## config.mk

```make
export PLATFORM = sky130hd
export DESIGN_NAME = adcf_framer
export DESIGN_NICKNAME = d
export VERILOG_FILES = /design/src/adcf_pkg.sv /design/src/adcf_sync.sv /design/src/adcf_convert.sv /design/src/adcf_framer.sv
export SDC_FILE = /design/constraint.sdc
export NUM_CORES = 1
export LEC_CHECK = 0
export BUFFER_PORTS_ARGS = -buffer_cell sky130_fd_sc_hd__buf_4
export CORE_MARGIN = 8
export CORE_UTILIZATION = 50
export CTS_BUF_LIST = sky130_fd_sc_hd__clkbuf_2 sky130_fd_sc_hd__clkbuf_4 sky130_fd_sc_hd__clkbuf_8
export CTS_CLUSTER_SIZE = 16
export DETAILED_ROUTE_END_ITERATION = 8
export PLACE_DENSITY = 0.76
export RECOVER_POWER = 50
export SLEW_MARGIN = 40
export SYNTH_ARGS = -nofsm -noshare
export SYNTH_HDL_FRONTEND = slang
export SYNTH_SLANG_ARGS = --single-unit
export TNS_END_PERCENT = 100
```

## constraint.sdc

```tcl
create_clock -name pclk -period 6.7 [get_ports pclk]
set_input_delay 0.67 -clock pclk [delete_from_list [all_inputs] [get_ports pclk]]
set_output_delay 0.67 -clock pclk [all_outputs]
set_load 0.01 [all_outputs]
```

## src/adcf_pkg.sv

```systemverilog
`default_nettype none
package adcf_pkg;
  // Register byte addresses on the APB side
  localparam int ADDR_W = 12;
  localparam logic [11:0] ADDR_CTRL = 12'h000;
  localparam logic [11:0] ADDR_STATUS = 12'h004;
  localparam logic [11:0] ADDR_MASK = 12'h008;
  localparam logic [11:0] ADDR_WORD = 12'h00c;
  localparam logic [11:0] ADDR_STATE = 12'h010;
  // Control fields and reset value
  localparam int CTRL_RUN_BIT = 0;
  localparam int CTRL_F0_BIT = 1;
  localparam logic [1:0] CTRL_RST = 2'h1;
  // Event bits, shared by status and mask
  localparam int IRQ_W = 3;
  localparam int IRQ_DONE = 0;
  localparam int IRQ_EXR = 1;
  localparam int IRQ_ABORT = 2;
  localparam logic [2:0] MASK_RST = 3'h0;
  // State readback fields
  localparam int STATE_CHAN_BIT = 2;
  // Serial word layout
  localparam int WORD_W = 32;
  localparam int FIELD_W = 28;
  localparam int QUO_W = 29;
  localparam int BIT_EOC = 31;
  localparam int BIT_CHAN = 30;
  localparam int BIT_SIGN = 29;
  localparam int BIT_EXR = 28;
  localparam logic [31:0] WORD_RST = 32'h8000_0000;
  // Clamp codes for the extended range ends
  localparam logic [27:0] FIELD_HI = 28'h1ff_ffff;
  localparam logic [27:0] FIELD_LO = 28'he00_0000;
  // Serial clock falls per word, counted from one
  localparam logic [4:0] LAST_FALL = 5'h1f;
  localparam logic [4:0] FIRST_FALL = 5'h01;
  // Settling ticks before the division starts
  localparam int CONV_SETTLE_DEF = 64;
  // Gray-coded conversion and readout states
  typedef enum logic [1:0] {
    ST_CONV = 2'b00,
    ST_READY = 2'b01,
    ST_SHIFT = 2'b11
  } adcf_state_t;
endpackage
`default_nettype wire

```

## src/adcf_sync.sv

```systemverilog
`timescale 1ns/1ps
`default_nettype none
module adcf_sync
  import adcf_pkg::*;
#(
  parameter int W = 3
)(
  input wire logic pclk,
  input wire logic presetn,
  input wire logic [W-1:0] d,
  output logic [W-1:0] q_ff
);
  logic [W-1:0] meta_ff;

  // Two stages; only the second stage is read outside
  always_ff @(posedge pclk or negedge presetn)
  begin
    if (!presetn)
    begin
      meta_ff <= '1;
      q_ff <= '1;
    end
    else
    begin
      meta_ff <= d;
      q_ff <= meta_ff;
    end
  end
endmodule // adcf_sync
`default_nettype wire

```

## src/adcf_convert.sv

```systemverilog
`timescale 1ns/1ps
`default_nettype none
module adcf_convert
  import adcf_pkg::*;
#(
  parameter int LVL_W = 24,
  parameter int SETTLE = CONV_SETTLE_DEF
)(
  input wire logic pclk,
  input wire logic presetn,
  input wire logic start,
  input wire logic tick,
  input wire logic signed [LVL_W-1:0] vin,
  input wire logic signed [LVL_W-1:0] zs,
  input wire logic signed [LVL_W-1:0] fs,
  output logic busy_ff,
  output logic done_ff,
  output logic [FIELD_W-1:0] field_ff,
  output logic sign_ff,
  output logic exr_ff
);
  localparam int DW = LVL_W + 3;
  localparam int CNT_W = $clog2(SETTLE + QUO_W + 1);
  logic signed [DW-1:0] diff, span_raw, span, mag;
  logic signed [DW+3:0] diff8, span1, span9;
  logic is_full, is_hi, is_lo, qbit;
  logic div_ff, neg_ff, full_ff, hi_ff, lo_ff;
  logic [CNT_W-1:0] cnt_ff;
  logic [DW-1:0] rem_ff, span_ff, rem_sub;
  logic [QUO_W-1:0] quo_ff, q_next;
  logic [QUO_W:0] nval;

  // Input relative to the zero-scale sense; a collapsed span divides by one
  assign diff = DW'(vin) - DW'(zs);
  assign span_raw = DW'(fs) - DW'(zs);
  assign span = (span_raw > 0) ? span_raw : DW'(1);
  assign mag = (diff < 0) ? -diff : diff;
  // Range checks in eighths of the span, no divider needed
  assign diff8 = (DW+4)'(diff) <<< 3;
  assign span1 = (DW+4)'(span);
  assign span9 = (span1 <<< 3) + span1;
  // clamp range ends; the 9/8 point itself already clamps
  assign is_hi = diff8 >= span9;
  assign is_lo = -diff8 > span1;
  assign is_full = (diff == span);

  // One restoring step per cycle: integer bit then 28 fraction bits
  assign qbit = rem_ff >= span_ff;
  assign rem_sub = qbit ? rem_ff - span_ff : rem_ff;
  assign q_next = {quo_ff[QUO_W-2:0], qbit};
  // zero input leaves a zero quotient
  assign nval = neg_ff ? -{1'b0, q_next} : {1'b0, q_next};

  // Conversion sequencer: settle, divide, publish
  always_ff @(posedge pclk or negedge presetn)
  begin
    if (!presetn)
    begin
      busy_ff <= 1'b0;
      div_ff <= 1'b0;
      done_ff <= 1'b0;
      cnt_ff <= '0;
      rem_ff <= '0;
      span_ff <= '0;
      quo_ff <= '0;
      neg_ff <= 1'b0;
      full_ff <= 1'b0;
      hi_ff <= 1'b0;
      lo_ff <= 1'b0;
      field_ff <= '0;
      sign_ff <= 1'b0;
      exr_ff <= 1'b0;
    end
    else
    begin
      done_ff <= 1'b0;
      if (start && !busy_ff)
      begin
        busy_ff <= 1'b1;
        div_ff <= 1'b0;
        cnt_ff <= '0;
        rem_ff <= mag;
        span_ff <= span;
        quo_ff <= '0;
        neg_ff <= diff < 0;
        full_ff <= is_full;
        hi_ff <= is_hi;
        lo_ff <= is_lo;
      end
      else if (busy_ff && !div_ff)
      begin
        if (tick)
        begin
          if (cnt_ff == CNT_W'(SETTLE - 1))
          begin
            div_ff <= 1'b1;
            cnt_ff <= '0;
          end
          else
            cnt_ff <= cnt_ff + 1'b1;
        end
      end
      else if (div_ff)
      begin
        rem_ff <= {rem_sub[DW-2:0], 1'b0};
        quo_ff <= q_next;
        cnt_ff <= cnt_ff + 1'b1;
        if (cnt_ff == CNT_W'(QUO_W - 1))
        begin
          busy_ff <= 1'b0;
          div_ff <= 1'b0;
          done_ff <= 1'b1;
          if (full_ff)
            field_ff <= '1;
          else if (hi_ff)
            field_ff <= FIELD_HI;
          else if (lo_ff)
            field_ff <= FIELD_LO;
          else
            field_ff <= nval[FIELD_W-1:0];
          sign_ff <= full_ff || hi_ff || (!lo_ff && !neg_ff);
          exr_ff <= !full_ff && (hi_ff || lo_ff || neg_ff || q_next[QUO_W-1]);
        end
      end
    end
  end
endmodule // adcf_convert
`default_nettype wire

```

## src/adcf_framer.sv

```systemverilog
// Overview of operation
// - First conversion after power-up uses the first input.
// - Each later conversion switches to the other input, no control needed.
// - Word bit 30 low for first input, high for second.
// - Input at full-scale sense gives result field all ones.
// - Input at zero-scale sense gives result field all zeros.
// - Sign flag high positive, low negative; either value at zero.
// - Four low word bits carry valid sub-LSB information.
// - Two-channel operation works with only serial clock and data out.
// - Word is 32 bits MSB first: status, 24 result, 4 sub-LSB.
// - First bit high while converting, low once conversion completes.
// - Range flag low inside zero to span, high outside.
// - Results beyond extended range clamp to +1.125 and -0.125 span codes.
//
// Added by the designer: the address map and the APB register port.
`timescale 1ns/1ps
`default_nettype none
module adcf_framer
  import adcf_pkg::*;
#(
  parameter int LVL_W = 24,
  parameter int SETTLE = CONV_SETTLE_DEF
)(
  input wire logic pclk,
  input wire logic presetn,
  input wire logic psel,
  input wire logic penable,
  input wire logic pwrite,
  input wire logic [ADDR_W-1:0] paddr,
  input wire logic [31:0] pwdata,
  output logic [31:0] prdata_ff,
  output logic pready_ff,
  output logic pslverr_ff,
  input wire logic signed [LVL_W-1:0] first_analog_input,
  input wire logic signed [LVL_W-1:0] second_analog_input,
  input wire logic signed [LVL_W-1:0] full_scale_sense,
  input wire logic signed [LVL_W-1:0] zero_scale_sense,
  input wire logic f0_pin,
  input wire logic cs_n,
  input wire logic sck,
  output logic sdo_ff,
  output logic sdo_oe_ff,
  output logic irq_ff
);
  logic [2:0] pin_s;
  logic cs_n_s, sck_s, f0_s;
  logic sck_d_ff, cs_n_d_ff, f0_d_ff;
  logic sck_fall, cs_rise, f0_rise, cs_low;
  logic conv_busy, conv_done, conv_sign, conv_exr, conv_start, conv_tick;
  logic [FIELD_W-1:0] conv_field;
  logic signed [LVL_W-1:0] chan_sample;
  adcf_state_t state_ff;
  logic chan_ff, launch_ff, seen_done_ff;
  logic [WORD_W-1:0] shift_ff, word_ff;
  logic [4:0] bitcnt_ff;
  logic [1:0] ctrl_ff;
  logic [IRQ_W-1:0] status_ff, mask_ff, irq_set, nxt_status;
  logic done_ev, abort_ev;
  logic apb_wr, apb_setup;

  // Pins arrive from the host side, so they are synchronised first
  adcf_sync #(
    .W(3)
  ) u_sync (
    .pclk(pclk),
    .presetn(presetn),
    .d({cs_n, sck, f0_pin}),
    .q_ff(pin_s)
  );
  assign cs_n_s = pin_s[2];
  assign sck_s = pin_s[1];
  assign f0_s = pin_s[0];

  // Previous synchronised levels for edge finding
  always_ff @(posedge pclk or negedge presetn)
  begin
    if (!presetn)
    begin
      sck_d_ff <= 1'b1;
      cs_n_d_ff <= 1'b1;
      f0_d_ff <= 1'b1;
    end
    else
    begin
      sck_d_ff <= sck_s;
      cs_n_d_ff <= cs_n_s;
      f0_d_ff <= f0_s;
    end
  end

  // Edges; the serial clock is a sampled input, not a clock domain
  assign sck_fall = sck_d_ff && !sck_s;
  assign cs_rise = !cs_n_d_ff && cs_n_s;
  assign f0_rise = !f0_d_ff && f0_s;
  assign cs_low = !cs_n_s;

  // Settling paced by the frequency pin when selected, else every cycle
  assign conv_tick = ctrl_ff[CTRL_F0_BIT] ? f0_rise : 1'b1;
  assign chan_sample = chan_ff ? second_analog_input : first_analog_input;
  assign conv_start = (state_ff == ST_CONV) && launch_ff && ctrl_ff[CTRL_RUN_BIT];

  adcf_convert #(
    .LVL_W(LVL_W),
    .SETTLE(SETTLE)
  ) u_conv (
    .pclk(pclk),
    .presetn(presetn),
    .start(conv_start),
    .tick(conv_tick),
    .vin(chan_sample),
    .zs(zero_scale_sense),
    .fs(full_scale_sense),
    .busy_ff(conv_busy),
    .done_ff(conv_done),
    .field_ff(conv_field),
    .sign_ff(conv_sign),
    .exr_ff(conv_exr)
  );

  // Channel flag only moves on completion, so an aborted read skips nothing
  // toggle on completion
  always_ff @(posedge pclk or negedge presetn)
  begin
    if (!presetn)
      chan_ff <= 1'b0;
    else if (conv_done)
      chan_ff <= ~chan_ff;
  end

  // Readout sequence; with chip select held low only clock and data matter
  // two-wire operation
  always_ff @(posedge pclk or negedge presetn)
  begin
    if (!presetn)
    begin
      state_ff <= ST_CONV;
      launch_ff <= 1'b1;
      bitcnt_ff <= '0;
      shift_ff <= WORD_RST;
    end
    else
    begin
      case (state_ff)
        ST_CONV:
        begin
          if (conv_start)
            launch_ff <= 1'b0;
          if (conv_done)
          begin
            state_ff <= ST_READY;
            shift_ff <= {1'b0, chan_ff, conv_sign, conv_exr, conv_field};
          end
        end
        ST_READY:
        begin
          // Bit 31 already stands; first fall brings bit 30
          if (cs_low && sck_fall)
          begin
            state_ff <= ST_SHIFT;
            shift_ff <= {shift_ff[WORD_W-2:0], 1'b1};
            bitcnt_ff <= FIRST_FALL;
          end
        end
        ST_SHIFT:
        begin
          if (cs_rise || (sck_fall && bitcnt_ff == LAST_FALL))
          begin
            state_ff <= ST_CONV;
            launch_ff <= 1'b1;
            bitcnt_ff <= '0;
          end
          else if (sck_fall)
          begin
            shift_ff <= {shift_ff[WORD_W-2:0], 1'b1};
            bitcnt_ff <= bitcnt_ff + 1'b1;
          end
        end
        default:
        begin
          state_ff <= ST_CONV;
          launch_ff <= 1'b1;
        end
      endcase
    end
  end

  // Serial data out and its enable
  always_ff @(posedge pclk or negedge presetn)
  begin
    if (!presetn)
    begin
      sdo_ff <= 1'b1;
      sdo_oe_ff <= 1'b0;
    end
    else
    begin
      sdo_oe_ff <= cs_low;
      if (state_ff == ST_CONV)
        sdo_ff <= 1'b1;
      else if (state_ff == ST_READY && cs_low && sck_fall)
        sdo_ff <= shift_ff[BIT_CHAN];
      else if (state_ff == ST_SHIFT && sck_fall && bitcnt_ff != LAST_FALL)
        sdo_ff <= shift_ff[BIT_CHAN];
      else if (state_ff == ST_SHIFT && (cs_rise || sck_fall))
        sdo_ff <= 1'b1;
      else
        sdo_ff <= shift_ff[BIT_EOC];
    end
  end

  // Last finished word and first-completion marker for software and checks
  always_ff @(posedge pclk or negedge presetn)
  begin
    if (!presetn)
    begin
      word_ff <= WORD_RST;
      seen_done_ff <= 1'b0;
    end
    else if (conv_done)
    begin
      word_ff <= {1'b0, chan_ff, conv_sign, conv_exr, conv_field};
      seen_done_ff <= 1'b1;
    end
  end

  // Events; a set in the clearing cycle wins
  assign done_ev = conv_done;
  assign abort_ev = (state_ff == ST_SHIFT) && cs_rise;
  assign irq_set = {abort_ev, conv_done && conv_exr, done_ev};
  assign apb_setup = psel && !penable;
  assign apb_wr = psel && penable && pwrite && pready_ff;

  always_comb
  begin
    nxt_status = status_ff;
    if (apb_wr && paddr == ADDR_STATUS)
      nxt_status = status_ff & ~pwdata[IRQ_W-1:0];
    nxt_status = nxt_status | irq_set;
  end

  // Sticky status, mask and level interrupt
  always_ff @(posedge pclk or negedge presetn)
  begin
    if (!presetn)
    begin
      status_ff <= '0;
      irq_ff <= 1'b0;
    end
    else
    begin
      status_ff <= nxt_status;
      irq_ff <= |(nxt_status & mask_ff);
    end
  end

  // Software-written control and mask
  always_ff @(posedge pclk or negedge presetn)
  begin
    if (!presetn)
    begin
      ctrl_ff <= CTRL_RST;
      mask_ff <= MASK_RST;
    end
    else if (apb_wr)
    begin
      if (paddr == ADDR_CTRL)
        ctrl_ff <= pwdata[1:0];
      else if (paddr == ADDR_MASK)
        mask_ff <= pwdata[IRQ_W-1:0];
    end
  end

  // APB: answer prepared in setup, so every access phase is one cycle
  always_ff @(posedge pclk or negedge presetn)
  begin
    if (!presetn)
    begin
      pready_ff <= 1'b0;
      pslverr_ff <= 1'b0;
      prdata_ff <= '0;
    end
    else
    begin
      pready_ff <= apb_setup;
      if (apb_setup)
      begin
        pslverr_ff <= 1'b0;
        prdata_ff <= '0;
        if (paddr == ADDR_CTRL)
          prdata_ff <= {30'h0000_0000, ctrl_ff};
        else if (paddr == ADDR_STATUS)
          prdata_ff <= {29'h0000_0000, status_ff};
        else if (paddr == ADDR_MASK)
          prdata_ff <= {29'h0000_0000, mask_ff};
        else if (paddr == ADDR_WORD)
          prdata_ff <= word_ff;
        else if (paddr == ADDR_STATE)
          prdata_ff <= {28'h000_0000, conv_busy, chan_ff, state_ff};
        else
          pslverr_ff <= 1'b1;
      end
      else if (!psel)
      begin
        pslverr_ff <= 1'b0;
        prdata_ff <= '0;
      end
    end
  end
endmodule // adcf_framer
`default_nettype wire

```

==> results of run 1 <==
cell usage in the layout (no fill, tap or decap), drive strengths merged, types with 34 or more instances in the layout:
master | Yosys | routed
a21o | 63 | 63
a21oi | 127 | 127
a22o | 34 | 34
buf | 17 | 368
clkbuf | 76 | 108
dfrtp | 237 | 237
ha | 161 | 161
inv | 129 | 131
mux2 | 62 | 62
mux2i | 81 | 81
nand2 | 165 | 165
nand3 | 46 | 46
nor2 | 205 | 205
nor3 | 51 | 51
o21ai | 147 | 147
xnor2 | 96 | 96
xor2 | 53 | 53
power by group:
part           switching, uW  internal, uW
clock network            606           800
registers               3.72          1530
logic                   1160          1000
registers in the layout (all words and copies together), names as in the netlist, 2 cells and up:
name,cells
bitcnt_ff,5
ctrl_ff,2
mask_ff,3
prdata_ff,32
shift_ff,32
state_ff,2
status_ff,3
u_conv.cnt_ff,7
u_conv.field_ff,28
u_conv.quo_ff,28
u_conv.rem_ff,27
u_conv.span_ff,25
u_sync.meta_ff,3
u_sync.q_ff,3
word_ff,32
timing repair:
action / CTS / global route
hold endpoints to repair: 1 / 0
pin swaps: 0 / 41
hold buffers: 1 / 0
gates resized for setup: 1 / 51
buffers inserted: 0 / 12
setup endpoints to repair: 1 / 2
synthesized netlist by cell type (all sizes together) (6+ instances only):
cell	n
and2	12
o22ai	12
a31oi	18
dfstp	14
a21boi	9
a22o	34
ha	161
nand3	46
or4	11
nor2b	23
nand4	26
nor3b	13
or2	15
xor2	53
o21a	30
clkbuf	76
a211o	19
nor4b	8
a21o	63
inv	129
xnor2	96
dfrtp	237
nand3b	8
o211ai	7
o41ai	9
buf	17
a211oi	24
a221oi	8
nor3	51
or3	26
nand2b	23
mux2	62
and3	18
nor4	25
a21oi	127
mux2i	81
o31ai	28
nand2	165
o21ai	147
and4	6
nor2	205
kinds of logic after synthesis:
logic type	count (synthesis)
other	2
AND/OR/NAND/NOR	691
AO/OA/AOI/OAI	592
adder cells (fa/ha/maj)	165
XOR/XNOR	149
buffers and inverters	224
flip-flops	251
multiplexers	143
routing by layer:
metal / global-route usage / share of wire
met4: 0.1056 / 0.044
met1: 0.3014 / 0.42
met2: 0.4203 / 0.48
met5: 0 / 0
met3: 0.02906 / 0.053
metrics by stage:
stage	hold slack [ns]	TNS, ns	cell area [um^2]
final	0.2317	-0.08742	24050
after global routing	0.2126	-0.4731	24050
after CTS	0.1988	-0.08704	23910
after detailed placement	0.3469	-0.6935	23030
after global placement	0.3466	-0.4930	22960
after floorplan	0.3452	-0.1374	19660
worst max path at each step:
stage | from | to | slack, ns | depth (start not counted)
global placement | zero_scale_sense[1] | u_conv.hi_ff | -0.49 | 36
finish | full_scale_sense[0] | u_conv.hi_ff | -0.09 | 40
CTS | full_scale_sense[0] | u_conv.hi_ff | -0.09 | 40
floorplan | full_scale_sense[0] | u_conv.hi_ff | -0.14 | 39
global route | full_scale_sense[0] | u_conv.hi_ff | -0.38 | 40
detailed placement | full_scale_sense[0] | u_conv.hi_ff | -0.69 | 40
layout make-up:
class                           instances  area [um^2]  area share
Multi-Input combinational cell       1750        12720      0.5289
Sequential cell                       251         6304      0.2621
Timing Repair Buffer                  415         3008      0.1250
Clock buffer                           62        753.2     0.03131
Tap cell                              518        648.1     0.02694
Inverter                              131        504.2     0.02096
Clock inverter                         10        115.1    0.004785
==> results.md, run 1 <==
* GRT Util Overall at 0.2427
* Io pins at 185
* # fillers at roughly 3300
* Dpl hpwl at 44.05 mm
* Die Area at approximately 45000 um^2
* Setup skew after layout at around 0.016 ns
* Failing checks: max-capacitance violations, max-slew violations, negative setup slack
* Critical path arrival at between 7 and 8 ns
* Synth area leaders: dfrtp_1 30%, ha_1 10%, xnor2_1 4.3%
* Vias in the first global route at around 18000
* Peak fanout along the critical path at 3
* Worst reg2reg path depth at 27
* Fin. Hold Viols at 0
* Final Cycle Share at 1.013
* Critical Path RT at around 7 ns
* Design Power at 5093 uW
* Gr ovfl total at 0
* Final Util at 0.6239
* Core box area at a little under 40000 um^2
* Final cell count without fillers at 3137
* Initial Utilization at 0.5047
* DP Cell Count at 3052
* EDFF count, synth at 0
* Critical path's top delay family: compound AO/OA/AOI/OAI gates
* Netlist cell types at 91
* Asr flop ratio synth at 1.000
* Setup Viol. Count Final at 1
* Status: finished with violations
* Worst VDD drop at approximately 0.14 mV
* Cell Area, Synth at slightly below 20000 um^2
* Slew @ Worst Pin at 4.089 ns
* Max clock buf depth at 3
* Routed vias at between 15000 and 20000
* Clock transition at the registers of the reported paths at ~0.06 ns
* Post-Synth Adder-Cell Area at 0.1076
* Largest family of logic cells by synthesized area: compound AO/OA/AOI/OAI gates
* Inserted Diodes at 0
* Leak at between 0.01 and 0.015 uW
* YS warnings at 0
* Sequential fraction of the synthesis area at 0.3237
* CP peak stage delay at approximately 0.33 ns
* Initial antenna violation count at 0
* Worst R2R Start: chan_ff
* Area delta synth->final at 23.61%
* Total of max-cap violations at 4
* Worst Path Buf+Inv at 7
* Worst hold path cell count at 1
* Complex-gate fraction of the synthesized area at 0.2033
* GP Congestion at 1.004
* Min-Delay Endpoint: u_sync.meta_ff[0]
* Main flop type after synthesis: dfrtp_1
* Die Y at 213.3 um
* Fmax at 147.3 MHz
* Hold Crit Start: f0_pin
* Fin nets at 2902
* RSZ-0062 raised after global routing: yes
* Highest-delay cell along the critical path: fa_2
* Place WS at -0.6935 ns
* Relative slew slack at -1.726
* Reg2reg setup slack at 0.30 ns
* Final WS setup at -0.08742 ns
* # DRC at 0
* Mapped Cells at ~2200
* CTS root buf: clkbuf_8
* CTS buffer count at 40
* Site Rows at slightly above 70
* Startpoint Class: input pin
* Die W at 213.3 um
* Xor and xnor area share after synthesis at 0.06783
* Wire per inst at roughly 18 um
* Synth top area share at 0.3048
* Post-DR vias/cell at 5.806
* Worst Hold Class: in -> reg
* Capturing element type of the critical path: flip-flop
* Final slew viol count at 244
* First DRT Iteration DRCs at 1210
* Clk_lat worst skew at 0.56 ns
* Final WL at 56.57 mm
* Syn avg cell area at 8.778 um^2
* Mux contribution to synthesized area at 0.07754
* Pin count of the biggest net entering global routing at 85
* TritonCTS sink count at about 250
* H-tree depth at 2
* Worst setup path class: in -> reg
* TritonRoute pass-1 iters at 5
* Antenna viol nets, final at 0
* Share of layout cells above drive strength 1 at 0.2386
* IO Port Bufs at 155
* Largest area contributor in the netlist: dfrtp_1
* Synthesized flop and latch total at 251
* PwrDens at roughly 210 nW/um^2
* Post-route minimum period at between 6 and 7 ns
* Global-route wire length before repair at 91.05 mm
* CTS tree: built
* Critical R2R Capture: u_conv.lo_ff
* Synth Area in Simple Gates at 0.1757
No activity file was read; power rests on OpenSTA's default activity.
==> inputs of run 2 (changes only) <==
--- a/config.mk
+++ b/config.mk
@@ -6,12 +6,14 @@
 export NUM_CORES = 1
 export LEC_CHECK = 0
 export BUFFER_PORTS_ARGS = -buffer_cell sky130_fd_sc_hd__buf_4
+export CELL_PAD_IN_SITES_DETAIL_PLACEMENT = 1
+export CELL_PAD_IN_SITES_GLOBAL_PLACEMENT = 1
 export CORE_MARGIN = 8
-export CORE_UTILIZATION = 50
+export CORE_UTILIZATION = 43
 export CTS_BUF_LIST = sky130_fd_sc_hd__clkbuf_2 sky130_fd_sc_hd__clkbuf_4 sky130_fd_sc_hd__clkbuf_8
 export CTS_CLUSTER_SIZE = 16
 export DETAILED_ROUTE_END_ITERATION = 8
-export PLACE_DENSITY = 0.76
+export PLACE_DENSITY = 0.83
 export RECOVER_POWER = 50
 export SLEW_MARGIN = 40
 export SYNTH_ARGS = -nofsm -noshare
==> run 2 against run 1 <==
Compared with the run above:
- the flow still finishes with violations (max-capacitance violations, max-slew violations, negative setup slack)
- fmax fell by 0.49%
- clock skew grew 0.030 ns
- non-clock buffer count increased by 61
- routed wire length increased by 26%
- sequential cell count stayed put
- critical path depth decreased by 1
- clock power increased by 8%
- via count up 5.6%
- global-route usage increased by 1.5 points
- hold slack got worse by 0.019 ns
- sequential power about the same
- setup slack worse by 0.034 ns
==> results.md, run 2 (synthesis gave the netlist of run 1 again) <==
* GRT Util Overall at 0.2576 (+0.01491)
* CTS tree: built
* Failing checks: max-capacitance violations, max-slew violations, negative setup slack
* TritonRoute pass-1 iters at 5 (unchanged)
* Critical path arrival at 7.32 ns (+0.06 ns)
* Highest-delay cell along the critical path: o311ai_4
* Max clock buf depth at 3 (unchanged)
* Routed vias at 19232 (+5.6%)
* Area delta synth->final at 27.99%
* Antenna viol nets, final at 0 (unchanged)
* Final cell count without fillers at 3285 (+4.7%)
* Clock transition at the registers of the reported paths at 0.06 ns (about the same)
* Final TNS setup at -0.1211 ns (-0.03372 ns)
* Startpoint Class: input pin
* Worst hold path cell count at 1 (unchanged)
* Commonest non-fill, non-tap cells in the layout: 459 x buf_4, 232 x dfrtp_1, 202 x nor2_1, 158 x nand2_1, 154 x ha_1
* NetSw at 1904 uW (+7.7%)
* Setup Viol. Count Final at 1 (unchanged)
* Final Cycle Share at 1.018 (+0.005032)
* Fmax at 146.6 MHz (-0.49%)
* Leak at 0.01235 uW (+4.3%)
* Core box area at 44990 um^2 (+17%)
* Fin. Hold Viols at 0 (unchanged)
* Io pins at 185 (unchanged)
* Top flop regs: prdata_ff x32, shift_ff x32, word_ff x32
* CTS root buf: clkbuf_8
* RSZ-0062 raised after global routing: yes
* Commonest non-fill, non-tap cell in the layout: buf_4
* Int Pwr at 3440 uW (+3.5%)
* Gate power share at 0.429 (+0.005)
* Final WS setup at -0.1211 ns (-0.03372 ns)
* Die W at 228.7 um (+7.2%)
* Final slew viol count at 139 (-43%)
* First DRT Iteration DRCs at 1088 (-10%)
* CP peak stage delay at 0.36 ns (+0.03 ns)
* Final WL at 71.05 mm (+26%)
* Worst reg2reg path depth at 32 (+19%)
* Final Util at 0.5536 (-0.07025)
* TritonCTS sink count at 251 (unchanged)
* Critical Path RT at 7.20 ns (+0.02 ns)
* Dpl hpwl at 52.30 mm (+19%)
* Status: finished with violations
* DP Cell Count at 3181 (+4.2%)
* Total of max-cap violations at 3 (-1)
* Die Area at 52320 um^2 (+15%)
* Switching share of power at 0.3563 (+0.009202)
* Post-DR vias/cell at 5.854 (+0.84%)
* Slew @ Worst Pin at 3.085 ns (-1.003 ns)
* H-tree depth at 2 (unchanged)
* Clock network fraction of total power at 0.285 (+0.009)
* Worst setup path class: in -> reg
* Critical path's top delay family: compound AO/OA/AOI/OAI gates
* CP most frequent cell: buf_4
* Worst Path Buf+Inv at 8 (+1)
* Die Y at 228.7 um (+7.2%)
* Worst Hold Class: in -> reg
* # DRC at 0 (unchanged)
* Clk_lat worst skew at 0.59 ns (+0.03 ns)
* CP Depth at 39 (-2.5%)
* Capturing element type of the critical path: flip-flop
* Wire per inst at 21.63 um (+20%)
* Vias in the first global route at 21241 (+18%)
* IO Port Bufs at 155 (unchanged)
* Setup skew after layout at 0.04628 ns (+0.02997 ns)
* Worst VDD drop at 0.1892 mV (+31%)
* Global-route wire length before repair at 112.6 mm (+24%)
* Sequential group share of total power at 0.286 (-0.014)
* CTS buffer count at 41 (+2.5%)
* Share of layout cells above drive strength 1 at 0.2772 (+0.03856)
* Gr ovfl total at 0 (unchanged)
* GP Congestion at 0.9255 (-7.8%)
* Relative slew slack at -1.057 (+0.6690)
* Post-route minimum period at 6.821 ns (+0.03372 ns)
* Initial antenna violation count at 0 (unchanged)
* Site Rows at 78 (+8.3%)
* Initial Utilization at 0.4325 (-0.07217)
* Post-CTS Hold Buffers at 0 (-1)
* PwrDens at 214.6 nW/um^2 (+1.3%)
* Pin count of the biggest net entering global routing at 153 (+80%)
* Fin nets at 2964 (+2.1%)
* Peak fanout along the critical path at 4 (+1)
## run 2: cell count changes in the layout (fill, tap and decap cells not counted), moves of 3 or more
cell / before / now
clkbuf_8: 46 / 52
clkinv_2: 4 / 7
buf_4: 360 / 459
clkbuf_1: 42 / 4
a21oi_1: 122 / 117
clkbuf_4: 19 / 16
buf_12: 0 / 3
a21oi_2: 5 / 10
## run 2: metal layers
metal  up-vias  part of all wire  track usage
met2       491              0.52       0.4757
met1      9652              0.41       0.2970
li1       8893                 -            -
met3       196             0.031      0.02668
met5         -                 0            0
met4         0             0.044       0.1141
## run 2: worst paths after layout
path / startpoint / end / slack [ns]
max in group asynchronous: presetn / u_conv.neg_ff / 0.98
setup / recovery: full_scale_sense[0] / u_conv.hi_ff / -0.12
setup reg to reg: chan_ff / u_conv.lo_ff / 0.23
min in group asynchronous: presetn / prdata_ff[28] / 0.80
hold / removal: sck / u_sync.meta_ff[1] / 0.21
hold reg to reg: u_sync.meta_ff[1] / u_sync.q_ff[1] / 0.36
## run 2: worst register-to-register path: cells and delay by family, from the launching register on
family          cells  cell delay, ns
fa+ha+maj           3            0.92
mux                 1            0.35
buf+inv             9            1.30
flops               1            0.45
xor+xnor            2            0.37
simple gates       13            1.99
compound gates      4            0.99
## run 2: area by class of cell
cell class,count,area (um^2)
fill,5259,20080
clock buffer,64,805.8
multi-input combinational,1750,12790
antenna,1,2.502
timing repair buffer,476,3616
inverter,131,506.7
tap,600,750.7
clock inverter,12,131.4
sequential,251,6305
## run 2: stage by stage
step	total power, uW	hold slack (ns)	cell area, um^2	setup WS (ns)
global placement	3586	0.3469	23470	-0.5813
detailed placement	3689	0.3476	23480	-0.8581
finish	5344	0.2126	24910	-0.1211
floorplan	2779	0.3452	19660	-0.1374
global route	5619	0.1930	24910	-0.4868
CTS	5249	0.1610	24580	-0.009062
## run 2: what timing repair did
item / 4_1_cts / 5_1_grt
setup endpoints to repair: 2 / 2
gates resized for setup: 15 / 57
pin swaps: 26 / 55
hold endpoints to repair: 0 / 0
buffers inserted: 12 / 13
## run 2: power by group through the flow
stage	logic [uW]	registers (uW)	clock network, uW
after global routing	2490	1530	1600
final	2290	1530	1520
after detailed placement	2130	1560	0
after global placement	2030	1560	0
after CTS	2180	1530	1540
after floorplan	1220	1560	0
